## config.mk

```make
export PLATFORM = sky130hd
export DESIGN_NAME = bms_seq
export DESIGN_NICKNAME = d
export VERILOG_FILES = /design/src/core/bms_pkg.sv /design/src/core/bms_step.sv /design/src/core/bms_seq.sv
export VERILOG_INCLUDE_DIRS = /design/src /design/src/core
export SDC_FILE = /design/constraint.sdc
export NUM_CORES = 1
export LEC_CHECK = 0
export BUFFER_PORTS_ARGS = -buffer_cell sky130_fd_sc_hd__buf_2
export CORE_ASPECT_RATIO = 1.2
export CORE_MARGIN = 10
export CORE_UTILIZATION = 54
export DETAILED_ROUTE_END_ITERATION = 8
export GPL_TIMING_DRIVEN = 0
export PLACE_DENSITY = 0.81
export SLEW_MARGIN = 20
export SYNTH_ARGS = -nofsm -noshare
export SYNTH_HDL_FRONTEND = slang
export SYNTH_SLANG_ARGS = --single-unit
```

## constraint.sdc

```tcl
create_clock -name CLK -period 2.9 [get_ports CLK]
set_input_delay 0.145 -clock CLK [delete_from_list [all_inputs] [get_ports CLK]]
set_output_delay 0.145 -clock CLK [all_outputs]
set_load 0.02 [all_outputs]
```

## src/core/bms_defines.svh

```systemverilog
// Purpose: constants for the block move sequencer
// Assumes: 16-bit pointers and count, byte-wide memory bus
// Notes: included by the package and the top module
// Functional notes
// - each iteration reads a byte at source pointer, writes it at destination pointer
// - source pointer increments by one after each copied byte
// - destination pointer increments by one after each copied byte, in step
// - count decrements by one per byte; repeat until count is zero
// - zero count at start performs no transfer and finishes at once
// - byte form uses the low 8-bit count; word form uses full 16 bits
// - execution time grows with the count n
`ifndef BMS_DEFINES_SVH
`define BMS_DEFINES_SVH
`define BMS_AW 16
`define BMS_CW 16
`define BMS_BW 8
`define BMS_ONE 16'h0001
`define BMS_ZERO16 16'h0000
`define BMS_ZERO8 8'h00
`define BMS_ZERO4 4'h0
`define BMS_ONE8 8'h01
`endif

```

## src/core/bms_pkg.sv

```systemverilog
// Purpose: types for the block move sequencer
// Assumes: defines header present
// Notes: state encoding is gray along idle-read-write-done
`include "bms_defines.svh"
package bms_pkg;
  typedef enum logic [1:0]
  {
    BMS_IDLE = 2'h0,
    BMS_READ = 2'h1,
    BMS_WRITE = 2'h3,
    BMS_DONE = 2'h2
  } bms_state_t;

  typedef struct packed
  {
    logic [`BMS_AW-1:0] src;
    logic [`BMS_AW-1:0] dst;
    logic [`BMS_CW-1:0] cnt;
  } bms_regs_t;

  typedef struct packed
  {
    logic rd;
    logic wr;
    logic [`BMS_AW-1:0] addr;
    logic [`BMS_BW-1:0] wdata;
  } bms_mem_req_t;
endpackage : bms_pkg

```

## src/core/bms_step.sv

```systemverilog
// Purpose: next pointer and count values for one copied byte
// Assumes: combinational, used by the sequencer
// Notes: byte form keeps the count high byte untouched
`include "bms_defines.svh"
module bms_step
  import bms_pkg::*;
(
  // current values
  input wire bms_regs_t cur,
  input wire logic word_mode,
  // stepped values
  output bms_regs_t nxt
);
  always_comb
  begin
    nxt.src = cur.src + `BMS_ONE;
    nxt.dst = cur.dst + `BMS_ONE;
    if (word_mode)
    begin
      nxt.cnt = cur.cnt - `BMS_ONE;
    end
    else
    begin
      // an 8-bit step, so the borrow never reaches the high byte
      nxt.cnt = {cur.cnt[`BMS_CW-1:`BMS_BW], cur.cnt[`BMS_BW-1:0] - `BMS_ONE8};
    end
  end
endmodule : bms_step

```

## src/core/bms_seq.sv

```systemverilog
// Purpose: sequencer for the block move instruction
// Assumes: memory answers each request with a one-cycle ack, read data valid with ack
// Notes: register file loads counts at start and takes results back at done
`include "bms_defines.svh"
module bms_seq
  import bms_pkg::*;
(
  // clock and reset
  input wire logic CLK,
  input wire logic RST_N,
  // instruction start
  input wire logic START,
  input wire logic WORD_MODE,
  input wire logic [`BMS_AW-1:0] SRC_IN,
  input wire logic [`BMS_AW-1:0] DST_IN,
  input wire logic [`BMS_CW-1:0] CNT_IN,
  input wire logic [3:0] CCR_IN,
  // memory bus
  output logic MEM_RD,
  output logic MEM_WR,
  output logic [`BMS_AW-1:0] MEM_ADDR,
  output logic [`BMS_BW-1:0] MEM_WDATA,
  input wire logic [`BMS_BW-1:0] MEM_RDATA,
  input wire logic MEM_ACK,
  // results
  output logic BUSY,
  output logic DONE,
  output logic [`BMS_AW-1:0] SRC_OUT,
  output logic [`BMS_AW-1:0] DST_OUT,
  output logic [`BMS_CW-1:0] CNT_OUT,
  output logic [3:0] CCR_OUT
);
  // ***************************
  // state
  // ***************************
  bms_state_t state;
  // operands of the running instruction
  bms_regs_t regs;
  bms_regs_t next_regs;
  bms_mem_req_t req;
  logic word_mode;
  logic [3:0] ccr;
  logic zero_now;
  logic last_byte;
  logic issue_read;
  logic issue_write;

  // stepped values stand ready before the write ack, so the last byte is known there
  bms_step bms_step_inst
  (
    .cur(regs),
    .word_mode(word_mode),
    .nxt(next_regs)
  );

  // count value that the chosen form looks at
  assign zero_now = WORD_MODE ? (CNT_IN == `BMS_ZERO16)
                              : (CNT_IN[`BMS_BW-1:0] == `BMS_ZERO8);
  assign last_byte = word_mode ? (next_regs.cnt == `BMS_ZERO16)
                               : (next_regs.cnt[`BMS_BW-1:0] == `BMS_ZERO8);

  // ***************************
  // sequence
  // ***************************
  // one byte costs a read and a write, so time grows linearly with n
  always_ff @(posedge CLK)
  begin
    if (!RST_N)
    begin
      state <= BMS_IDLE;
    end
    else
    begin
      case (state)
        BMS_IDLE:
        begin
          if (START)
          begin
            state <= zero_now ? BMS_DONE : BMS_READ;
          end
        end
        BMS_READ:
        begin
          if (MEM_ACK)
          begin
            state <= BMS_WRITE;
          end
        end
        BMS_WRITE:
        begin
          if (MEM_ACK)
          begin
            state <= last_byte ? BMS_DONE : BMS_READ;
          end
        end
        BMS_DONE:
        begin
          state <= BMS_IDLE;
        end
        default:
        begin
          state <= BMS_IDLE;
        end
      endcase
    end
  end

  // ***************************
  // pointers and count
  // ***************************
  always_ff @(posedge CLK)
  begin
    if (!RST_N)
    begin
      regs <= '0;
    end
    else if (state == BMS_IDLE && START)
    begin
      regs.src <= SRC_IN;
      regs.dst <= DST_IN;
      regs.cnt <= CNT_IN;
    end
    else if (state == BMS_WRITE && MEM_ACK)
    begin
      regs <= next_regs;
    end
  end

  // form and flags are taken once per instruction; flags pass through untouched
  always_ff @(posedge CLK)
  begin
    if (!RST_N)
    begin
      word_mode <= 1'b0;
      ccr <= `BMS_ZERO4;
    end
    else if (state == BMS_IDLE && START)
    begin
      word_mode <= WORD_MODE;
      ccr <= CCR_IN;
    end
  end

  // ***************************
  // memory requests
  // ***************************
  // requests are registered from the same conditions as the state, so they change on the same edge as it;
  // only one strobe is up at a time, and none in the done cycle
  // a read opens each byte, on start or on the ack of a write that is not the last
  assign issue_read = (state == BMS_IDLE && START && !zero_now)
                      || (state == BMS_WRITE && MEM_ACK && !last_byte);
  // the write of each byte follows the ack of its read
  assign issue_write = (state == BMS_READ) && MEM_ACK;

  // the read byte is kept in the request itself, so no separate data buffer is needed
  always_ff @(posedge CLK)
  begin
    if (!RST_N)
    begin
      req <= '0;
    end
    else if (issue_read)
    begin
      req.rd <= 1'b1;
      req.wr <= 1'b0;
      req.addr <= (state == BMS_IDLE) ? SRC_IN : next_regs.src;
    end
    else if (issue_write)
    begin
      req.rd <= 1'b0;
      req.wr <= 1'b1;
      req.addr <= regs.dst;
      req.wdata <= MEM_RDATA;
    end
    else
    begin
      // a strobe stands until its ack; the last write ack leaves the bus idle
      req.rd <= (state == BMS_READ) && !MEM_ACK;
      req.wr <= (state == BMS_WRITE) && !MEM_ACK;
    end
  end

  assign MEM_RD = req.rd;
  assign MEM_WR = req.wr;
  assign MEM_ADDR = req.addr;
  assign MEM_WDATA = req.wdata;

  // ***************************
  // status and results
  // ***************************
  // busy drops in the done cycle, so a start may already stand there;
  // done is a one-cycle pulse
  always_ff @(posedge CLK)
  begin
    if (!RST_N)
    begin
      BUSY <= 1'b0;
      DONE <= 1'b0;
    end
    else
    begin
      BUSY <= (state == BMS_IDLE) ? START : (state != BMS_DONE);
      DONE <= (state == BMS_DONE);
    end
  end

  // results stand from one done until the next
  always_ff @(posedge CLK)
  begin
    if (!RST_N)
    begin
      SRC_OUT <= `BMS_ZERO16;
      DST_OUT <= `BMS_ZERO16;
      CNT_OUT <= `BMS_ZERO16;
      CCR_OUT <= `BMS_ZERO4;
    end
    else if (state == BMS_DONE)
    begin
      SRC_OUT <= regs.src;
      DST_OUT <= regs.dst;
      CNT_OUT <= regs.cnt;
      CCR_OUT <= ccr;
    end
  end
endmodule : bms_seq

```

# --- After elaboration in Yosys (flattened, before gate mapping) ---
# Index checks and enable logic that the tools add are counted.
totals:
  output_inout_bits: 80
  ram_bits: 0
  latchBits: 0
  input_bits: 65
  wordCells: 66
  ff_bits: 135
  mem_bits_ro: 0
  mem_count: 0
op_classes:
  n_bitwise: 2
  n_addsub: 4
  reduce_logical: 21
  shifts: 0
  mux: 16
  div: 0
  magnitude_cmp: 0
  n_mul: 0
  n_eq_ne: 7
ops:
  columns: ["cell", "count"]
  rows:
  - ["$mux W48", 2]
  - ["$add A16 B1 Y16 const B", 2]
  - ["$logic_not A16 Y1", 2]
  - ["$mux W16", 2]
  - ["$mux W24", 1]
  - ["$mux W18", 1]
  - ["$logic_not A8 Y1", 2]
  - ["$sub A16 B1 Y16 const B", 1]
  - ["$mux W2", 6]
  - ["$ne A2 B2 Y1 const B", 4]
  - ["$pmux W2 S4", 1]
  - ["$sub A8 B1 Y8 const B", 1]
  - ["$logic_and A1 B1 Y1", 7]
  - ["$eq A2 B2 Y1 const B", 2]
  - ["$reduce_bool A2 Y1", 2]
  - ["$logic_not A1 Y1", 3]
  - ["$mux W1", 3]
  - ["$reduce_and A3 Y1", 1]
  - ["$eq A2 B1 Y1 const B", 1]
  - ["$logic_not A2 Y1", 1]
  - ["$not A1 Y1", 2]
  - ["$reduce_and A2 Y1", 1]
  - ["$reduce_or A2 Y1", 1]
  - ["$logic_or A1 B1 Y1", 1]

# --- Depth between registers and ports, before layout ---
# Gate-level depths: netlist of run 1.
depth:
  word_depth: 9
  mapped_depth: 12
  depth_no_buf: 9

# --- Cells and area by module ---
# From an unflattened synthesis of run 1, not the netlist that was laid out.
unflattened:
  hier_cells: 787
  hier_area_um2: 6844.1
modules_own_cells:
  columns: ["mod", "seq_area_each_um2", "area_per_inst_um2", "cells_per_inst", "n_inst"]
  rows:
  - ["bms_seq", 2702.6, 6069.6, 669, 1]
  - ["bms_step", 0.0, 774.5, 118, 1]

# --- Worst setup path before layout of run 1 ---
# Ideal clock, no wire load.
synth_timing:
  path_kind: "register to register"
  start: "register regs[0] (netlist name)"
  end: "register req, in the netlist MEM_ADDR[14]"
  n_path_buf: 3
  synth_period_minus_slack_ns: 2.654
  setup_time_ns: 0.084
  required_ns: 2.816
  t_arrival_ns: 2.570
  path_stages_with_launch: 13
  setup_slack_ns: 0.246
  path_cell_list: "dfxtp_1 -> clkbuf_1 -> inv_1 -> ha_1 -> buf_2 -> or3b_1 -> o211ai_1 -> a21o_1 -> a221oi_2 -> o221ai_2 -> a211o_4 -> buf_6 -> o221ai_1"
synth_via:
  elab_chain_cells: 8
  elab_cells_between_ends: 11
  classes_between: "2 x add/sub; 3 x mux; 6 x reduce/logical"
synth_rtl:
  columns: ["item", "line", "source"]
  rows:
  - ["from (decl)", "bms_seq.sv:38", "bms_regs_t regs;"]
  - ["from (signal assigned)", "bms_seq.sv:125", "regs <= next_regs;"]
  - ["$sub A16 B1 Y16 (no source line) or $sub A8 B1 Y8 (tied branches)", null, null]
  - ["$mux W16 *", "bms_step.sv:18", "if (word_mode)"]
  - ["$logic_not A16 Y1 (no source line) or $logic_not A8 Y1 (tied branches)", null, null]
  - ["$mux W1 *", "bms_seq.sv:59", "assign last_byte = word_mode ? (next_regs.cnt == `BMS_ZERO16)"]
  - ["$logic_not A1 Y1 *", "bms_seq.sv:151", "|| (state == BMS_WRITE && MEM_ACK && !last_byte);"]
  - ["$logic_and A1 B1 Y1 *", "bms_seq.sv:151", null]
  - ["$logic_or A1 B1 Y1 *", "bms_seq.sv:151", null]
  - ["$mux W18 or $reduce_bool A2 Y1 (tied branches)", null, null]
  - ["to (decl)", "bms_seq.sv:40", "bms_mem_req_t req;"]
# Mark *: on every way between the ends. The rest lies on a longest branch, timed or not.
# A chain may end at the register's enable or synchronous reset.

# --- Worst setup path in the final report of run 1 ---
layout_timing:
  start: "register regs[8] (netlist name)"
  end: "register req, in the netlist MEM_ADDR[13]"
layout_via:
  elab_chain_cells: 8
  elab_cells_between_ends: 9
  classes_between: "1 x add/sub; 3 x mux; 5 x reduce/logical"
layout_rtl:
  columns: ["item", "line"]
  rows:
  - ["$sub A16 B1 Y16 (no source line)", null]
  - ["$mux W16 *", "bms_step.sv:18"]
  - ["$logic_not A16 Y1 (no source line) *", null]
  - ["$mux W1 *", "bms_seq.sv:59"]
  - ["$logic_not A1 Y1 *", "bms_seq.sv:151"]
  - ["$logic_and A1 B1 Y1 *", "bms_seq.sv:151"]
  - ["$logic_or A1 B1 Y1 *", "bms_seq.sv:151"]
  - ["$mux W18 or $reduce_bool A2 Y1 (tied branches)", null]
# Marks and branches as above.

==> flow_summary.toml, run 1 <==
[worst_setup_path]
regToRegStartpoint = "regs[8]"
path_class = "reg -> reg"
r2r_end = "MEM_ADDR[13]"
required_ns = 3.23
crit_path_start_kind = "flip-flop"
reg2reg_slack_ns = 0.09
path_max_fanout = 10
cp-end-kind = "flip-flop"
ff2ff_path_depth = 8
arrival_ns = 3.15

[detailed_routing]
drc = 0
drtIter0Drc = 988
dr.pass1.iters = 6
wirelength_um = 23230
ant_nets = 0
routedWlPerCell_um = 19.12
viasPerCell = 5.994
vias = 7283

[final_layout]
multi_input_area_um2 = 3445
seq_area_um2 = 2705
layout.nets = 1112
areaGrowthSynthToFinish_pct = 27.78
n_fill_cell = 989
drive_gt1_frac = 0.1922

[hold_path]
min_path_type = "in -> reg"
hold_path_depth = 3
whs_endpoint = "regs[38]"
min-delay-start = "SRC_IN[6]"

[power_and_ir_drop]
p_leak_nw = 3.245
totalPowerFinal_w = 0.004801
power_density_nw_per_um2 = 583.8
peakVddDrop_mv = 0.3927

[sta]
min_period_over_period = 0.9705
slew_headroom = 0.4591
period_minus_slack_ns = 2.815
fin_skew_ns = 0.008057
fin_hold_ws_ns = 0.002156
setup_violations = 0
slew_violations = 0
hold_viol = 0
worstMarginPinSlew_ns = 0.8083
max_freq_mhz = 355.3

[clocking]
clockRootBuffer = "clkbuf_16"
worstSkewPairLatency_ns = 0.42
h-tree-depth = 4
clkTransAtPathRegs_ns = 0.06
numCtsBuffers = 17
clockBufferDepth = 2
cts_tree = "yes"
cts.sinks = 135

[placed_design]
gp_congestion = 0.9596
numPortBuffers = 143
dp_hpwl_um = 16210

[grt]
grt_pass1_vias = 7046
grt_max_degree = 17
antenna_found_initial = 2
grt_pass1_wl_um = 36370
grt_usage = 0.2674
grt_overflow_total = 0

[synthesis]
synth_area_per_cell_um2 = 7.537
synth_edf_count = 0
synth_area_um2 = 6436
yosysUniqueCellTypes = 58
netlist_instances = 854
synthesis.nets = 923
ys_warn_count = 0
ys_seq_elements = 135
synth_flop_cell = "dfxtp_1"
ys_seq_area_frac = 0.4199
async_flop_share = 0

[die]
start_util = 0.5538
dieArea_um2 = 16700
die_width_um = 119.7
coreArea_um2 = 11620
ios = 145
row_count = 43
die_h_um = 139.6

[run_status]
status = "complete, no violations"

[job]
cap_violations = 0
[per-layer routing]
layer | part of all wire | vias to the layer above | GRT usage | wire length [um]
li1 | - | 3388 | - | -
met1 | 0.38 | 3341 | 0.3067 | 8836
met4 | 0.043 | 0 | 0.1565 | 1005
met5 | 0 | - | 0 | 0
met3 | 0.10 | 96 | 0.06475 | 2392
met2 | 0.47 | 458 | 0.4414 | 10990
[logic make-up (layout without fill, tap and decap cells)]
group,count (synthesis),in the layout,share of synthesized area
xor gates and xnor gates,18,18,0.02449
and+or+nand+nor,364,364,0.2543
DFF,135,135,0.4199
adders and majority gates,4,4,0.007776
buffers and inverters,85,287,0.05346
AOI/OAI and AO/OA,247,247,0.2385
muxes,1,1,0.001555
other,0,2,0
[worst max-delay path by stage]
stage | start | to | cells after the start
floorplan | regs[0] | MEM_ADDR[14] | 12
global placement | regs[0] | MEM_ADDR[7] | 11
detailed placement | regs[0] | MEM_ADDR[11] | 11
CTS | regs[0] | MEM_ADDR[13] | 12
global route | regs[0] | MEM_ADDR[13] | 11
finish | regs[8] | MEM_ADDR[13] | 8
[synth_stat cells, drive strengths merged, types with 12 or more instances]
master | count | share of area
nand2 | 194 | 0.11
nand3 | 14 | 0.011
xnor2 | 12 | 0.016
a221oi | 14 | 0.020
o21ai | 52 | 0.040
o221ai | 16 | 0.023
a21oi | 114 | 0.089
dfxtp | 135 | 0.42
clkbuf | 50 | 0.029
nor2 | 79 | 0.046
a222oi | 12 | 0.019
nor3 | 19 | 0.015
inv | 24 | 0.014
[placed cells by master, fill, tap and decap left out, types with 8 or more instances in the layout]
cell type        n
nand2_1        194
buf_2          145
dfxtp_1        133
a21oi_1        114
nor2_1          79
clkbuf_1        49
o21ai_0         49
inv_1           24
dlygate4sd3_1   22
nor3_1          19
clkbuf_16       17
o221ai_1        15
nand3_1         14
a221oi_1        13
xnor2_1         12
a222oi_1        12
and3_1          10
and2_1           9
a22oi_1          8
[power breakdown]
part	total [W]	switching, W	leakage [nW]	internal (W)
Combinational	0.000747	0.000468	1.89	0.000280
Sequential	0.00205	0.000107	1.10	0.00194
Clock	0.00200	0.000882	0.256	0.00112
Total	0.00480	0.00146	3.25	0.00334
[metrics by stage]
step / util / area [um2] / setup WS [ns] / instances / setup TNS [ns]
floorplan: - / 6436 / 0.2461 / 854 / 0
finish: 0.7077 / 8224 / 0.08541 / 1215 / 0
global route: 0.7077 / 8224 / -0.001217 / 1215 / -0.001217
CTS: 0.7019 / 8157 / 0.01661 / 1208 / 0
detailed placement: 0.6323 / 7348 / -0.3715 / 1154 / -4.037
global placement: 0.6323 / 7348 / -0.3783 / 1154 / -3.907
[layout make-up]
class | instances | area share
plain buffers | 60 | 0.03134
multi-input cells | 634 | 0.4188
repair buffers | 171 | 0.1193
flip-flops and latches | 135 | 0.3289
clock buffers | 19 | 0.05386
well taps | 157 | 0.02389
clock inverters | 13 | 0.01232
inverters | 24 | 0.01095
diodes | 2 | 0.0006085
[worst max-delay path, cell delays in order (launching register included)]
cell and delay [ns]:
dfxtp_1 0.43, nor3_1 0.51, nand4b_2 0.28, a21o_1 0.25, a221oi_4 0.35, o221ai_2 0.17, a211o_4 0.38, buf_6 0.16
o221ai_1 0.19
[sequential cells by signal, indices dropped and copies added (netlist names)]
signal     count
regs          48
MEM_RD         1
CCR_OUT        4
MEM_WR         1
DST_OUT       16
MEM_WDATA      8
BUSY           1
DONE           1
MEM_ADDR      16
ccr            4
state          2
SRC_OUT       16
word_mode      1
CNT_OUT       16
[timing repair]
item,4_1_cts,5_1_grt
setup buffers,1,5
resized for setup,8,9
endpoints found under the hold margin,22,0
endpoints found under the setup margin,18,16
hold buffers,22,0
pin swaps,0,6
Note: power is estimated with default switching activity, not from simulation.
==> run 2, diff against run 1 <==
- ABC_AREA: not set -> 1
==> flow_summary.toml, run 2 <==
[detailed_routing]
drc = 0
drtIter0Drc = 638
routedWlPerCell_um = 16.63
vias = 6863
dr.pass1.iters = 5
ant_nets = 0
wirelength_um = 21160
viasPerCell = 5.395

[sta]
slew_violations = 0
fin_skew_ns = 0.005354
period_minus_slack_ns = 2.459
max_freq_mhz = 406.7
layout_setup_ws_ns = 0.4411
slew_headroom = 0.4623
tns_ns = 0
rsz0062_at_grt = "false"
hold_viol = 4
worstMarginPinSlew_ns = 0.8037
min_period_over_period = 0.8479
fin_hold_ws_ns = -0.001246
setup_violations = 0

[die]
die_width_um = 119.1
row_count = 43
die_h_um = 138.9
dieArea_um2 = 16540
start_util = 0.5500
ios = 145
coreArea_um2 = 11570

[worst_setup_path]
cpMostUsedCell = "nand2_1"
cp.buffers_inverters = 4
arrival_ns = 2.80
critPathMaxStageDelay_ns = 0.47
required_ns = 3.24
crit_chain = "buf_2 > nor2_1 > nand2_1 > clkbuf_1 > nand2_1 > inv_2 > clkbuf_1 > nand2_1 > a31oi_1"
path_max_fanout = 10
cp_top_family = "buffers and inverters"
cp-end-kind = "flip-flop"
slowest_stage = "clkbuf_1"
crit_path_start_kind = "flip-flop"
path_class = "reg -> reg"

[final_layout]
fin_cells = 1272
areaGrowthSynthToFinish_pct = 26.53
final_common_cell = "nand2_1"
final_cell_area_um2 = 8050
largest_register = "regs"
largest_reg_flops = 48
final_cell_mix = "256 x nand2_1, 145 x buf_2, 135 x dfxtp_1"
drive_gt1_frac = 0.1932
layout.nets = 1169

[clocking]
h-tree-depth = 4
clockRootBuffer = "clkbuf_16"
cts.hold.buffers_added = 11
numCtsBuffers = 17
clkTransAtPathRegs_ns = 0.06
cts_resized = 0
post_cts_buffers = 0
cts.sinks = 135
clockBufferDepth = 2
cts_tree = "yes"
worstSkewPairLatency_ns = 0.43

[synthesis]
ys_seq_area_frac = 0.4248
synth_area_um2 = 6362
netlist_instances = 926
synth_xor_area_frac = 0.03029
async_flop_share = 0
ys_seq_elements = 135
synthAdderAreaFrac = 0.007866
ys_warn_count = 0
synth_commonest_cells = "256 x nand2_1, 135 x dfxtp_1, 131 x nor2_1"
synth_edf_count = 0
yosys.area_share.simple = 0.3105
synthesis.nets = 995
synth_top_family_by_area = "simple AND/OR/NAND/NOR gates"
synth-compound-area-share = 0.1508
synthMuxAreaShare = 0
synth_area_per_cell_um2 = 6.871
yosysUniqueCellTypes = 39
yosysTopAreaCellShare = 0.4248
synth_flop_cell = "dfxtp_1"
synth_area_leaders = "dfxtp_1 42%, nand2_1 15%, nor2_1 7.7%"
yosys.cell_count.top_type = "nand2_1"
yosysTopAreaCell = "dfxtp_1"

[power_and_ir_drop]
p_leak_nw = 3.694
totalPowerFinal_w = 0.005382
power_density_nw_per_um2 = 668.5
peakVddDrop_mv = 0.4697

[placed_design]
dp.cells = 1227
place_ws_ns = 0.5620
numPortBuffers = 144
gp_congestion = 0.9490
place_area_um2 = 7279
dp_hpwl_um = 15450

[grt]
grt_pass1_wl_um = 33420
antenna_found_initial = 2
grt_overflow_total = 0
grt_pass1_vias = 6670
grt_usage = 0.2478
grt_max_degree = 17

[job]
cap_violations = 0

[hold_path]
min_path_type = "in -> reg"

[run_status]
violations = "negative hold slack"
status = "finished with violations"
-- run 2: cell types whose count changed after synthesis, sizes merged, moves of 12 or more --
cell,delta
inv,+52
nor2,+71
a21oi,-68
a31oi,+35
nand2,+69
nand3,+13
xor2,+14
o21ai,+28
o221ai,-15
nor3,-13
a222oi,-12
-- run 2: logic make-up after synthesis --
kind of cell / Yosys count
AND/OR/NAND/NOR: 465
AO/OA/AOI/OAI: 176
flip-flops: 135
buffers and inverters: 124
XOR/XNOR: 22
adder cells (fa/ha/maj): 4
-- run 2: cell type report --
class,count,area [um2]
Antenna cell,2,5.005
Buffer,47,192.7
Clock buffer,20,456.7
Clock inverter,12,198.9
Fill cell,965,3517
Inverter,77,289.0
Multi-Input combinational cell,667,3178
Sequential cell,135,2703
Tap cell,157,196.4
Timing Repair Buffer,155,830.8
-- run 2: through the flow --
step | utilization | hold WS (ns)
4_1_cts | 0.6955 | 0.003846
5_1_grt | 0.6959 | 0.01454
3_5_place_dp | 0.6293 | 0.3776
2_1_floorplan | - | 0.2799
6_report | 0.6959 | -0.001246
3_3_place_gp | 0.6293 | 0.3671
-- run 2: worst paths after layout --
check	startpoint	endpoint	slack, ns	depth (start not counted)
setup reg to reg	state[0]	regs[30]	0.44	9
setup / recovery	state[0]	regs[30]	0.44	9
hold reg to reg	ccr[0]	ccr[0]	0.48	2
hold / removal	DST_IN[7]	regs[23]	-0.001	3
-- run 2: power by group --
part           switching [W]  internal (W)  total, W
clock network       0.000837       0.00157   0.00241
registers          0.0000956       0.00198   0.00208
logic               0.000607      0.000290  0.000897
total                0.00154       0.00384   0.00538
-- run 2: routing by layer --
metal / GRT usage / vias up / routed length (um)
li1: - / 3338 / -
met1: 0.2792 / 3135 / 8168
met2: 0.4176 / 325 / 10230
met3: 0.06069 / 65 / 1788
met4: 0.1372 / 0 / 967
met5: 0 / - / 0
-- run 2: worst register-to-register path, cell delays in order (launching register included) --
cell and delay [ns]:
dfxtp_1 0.31, buf_2 0.16, nor2_1 0.10, nand2_1 0.10, clkbuf_1 0.41, nand2_1 0.31, inv_2 0.20, clkbuf_1 0.47
nand2_1 0.11, a31oi_1 0.22
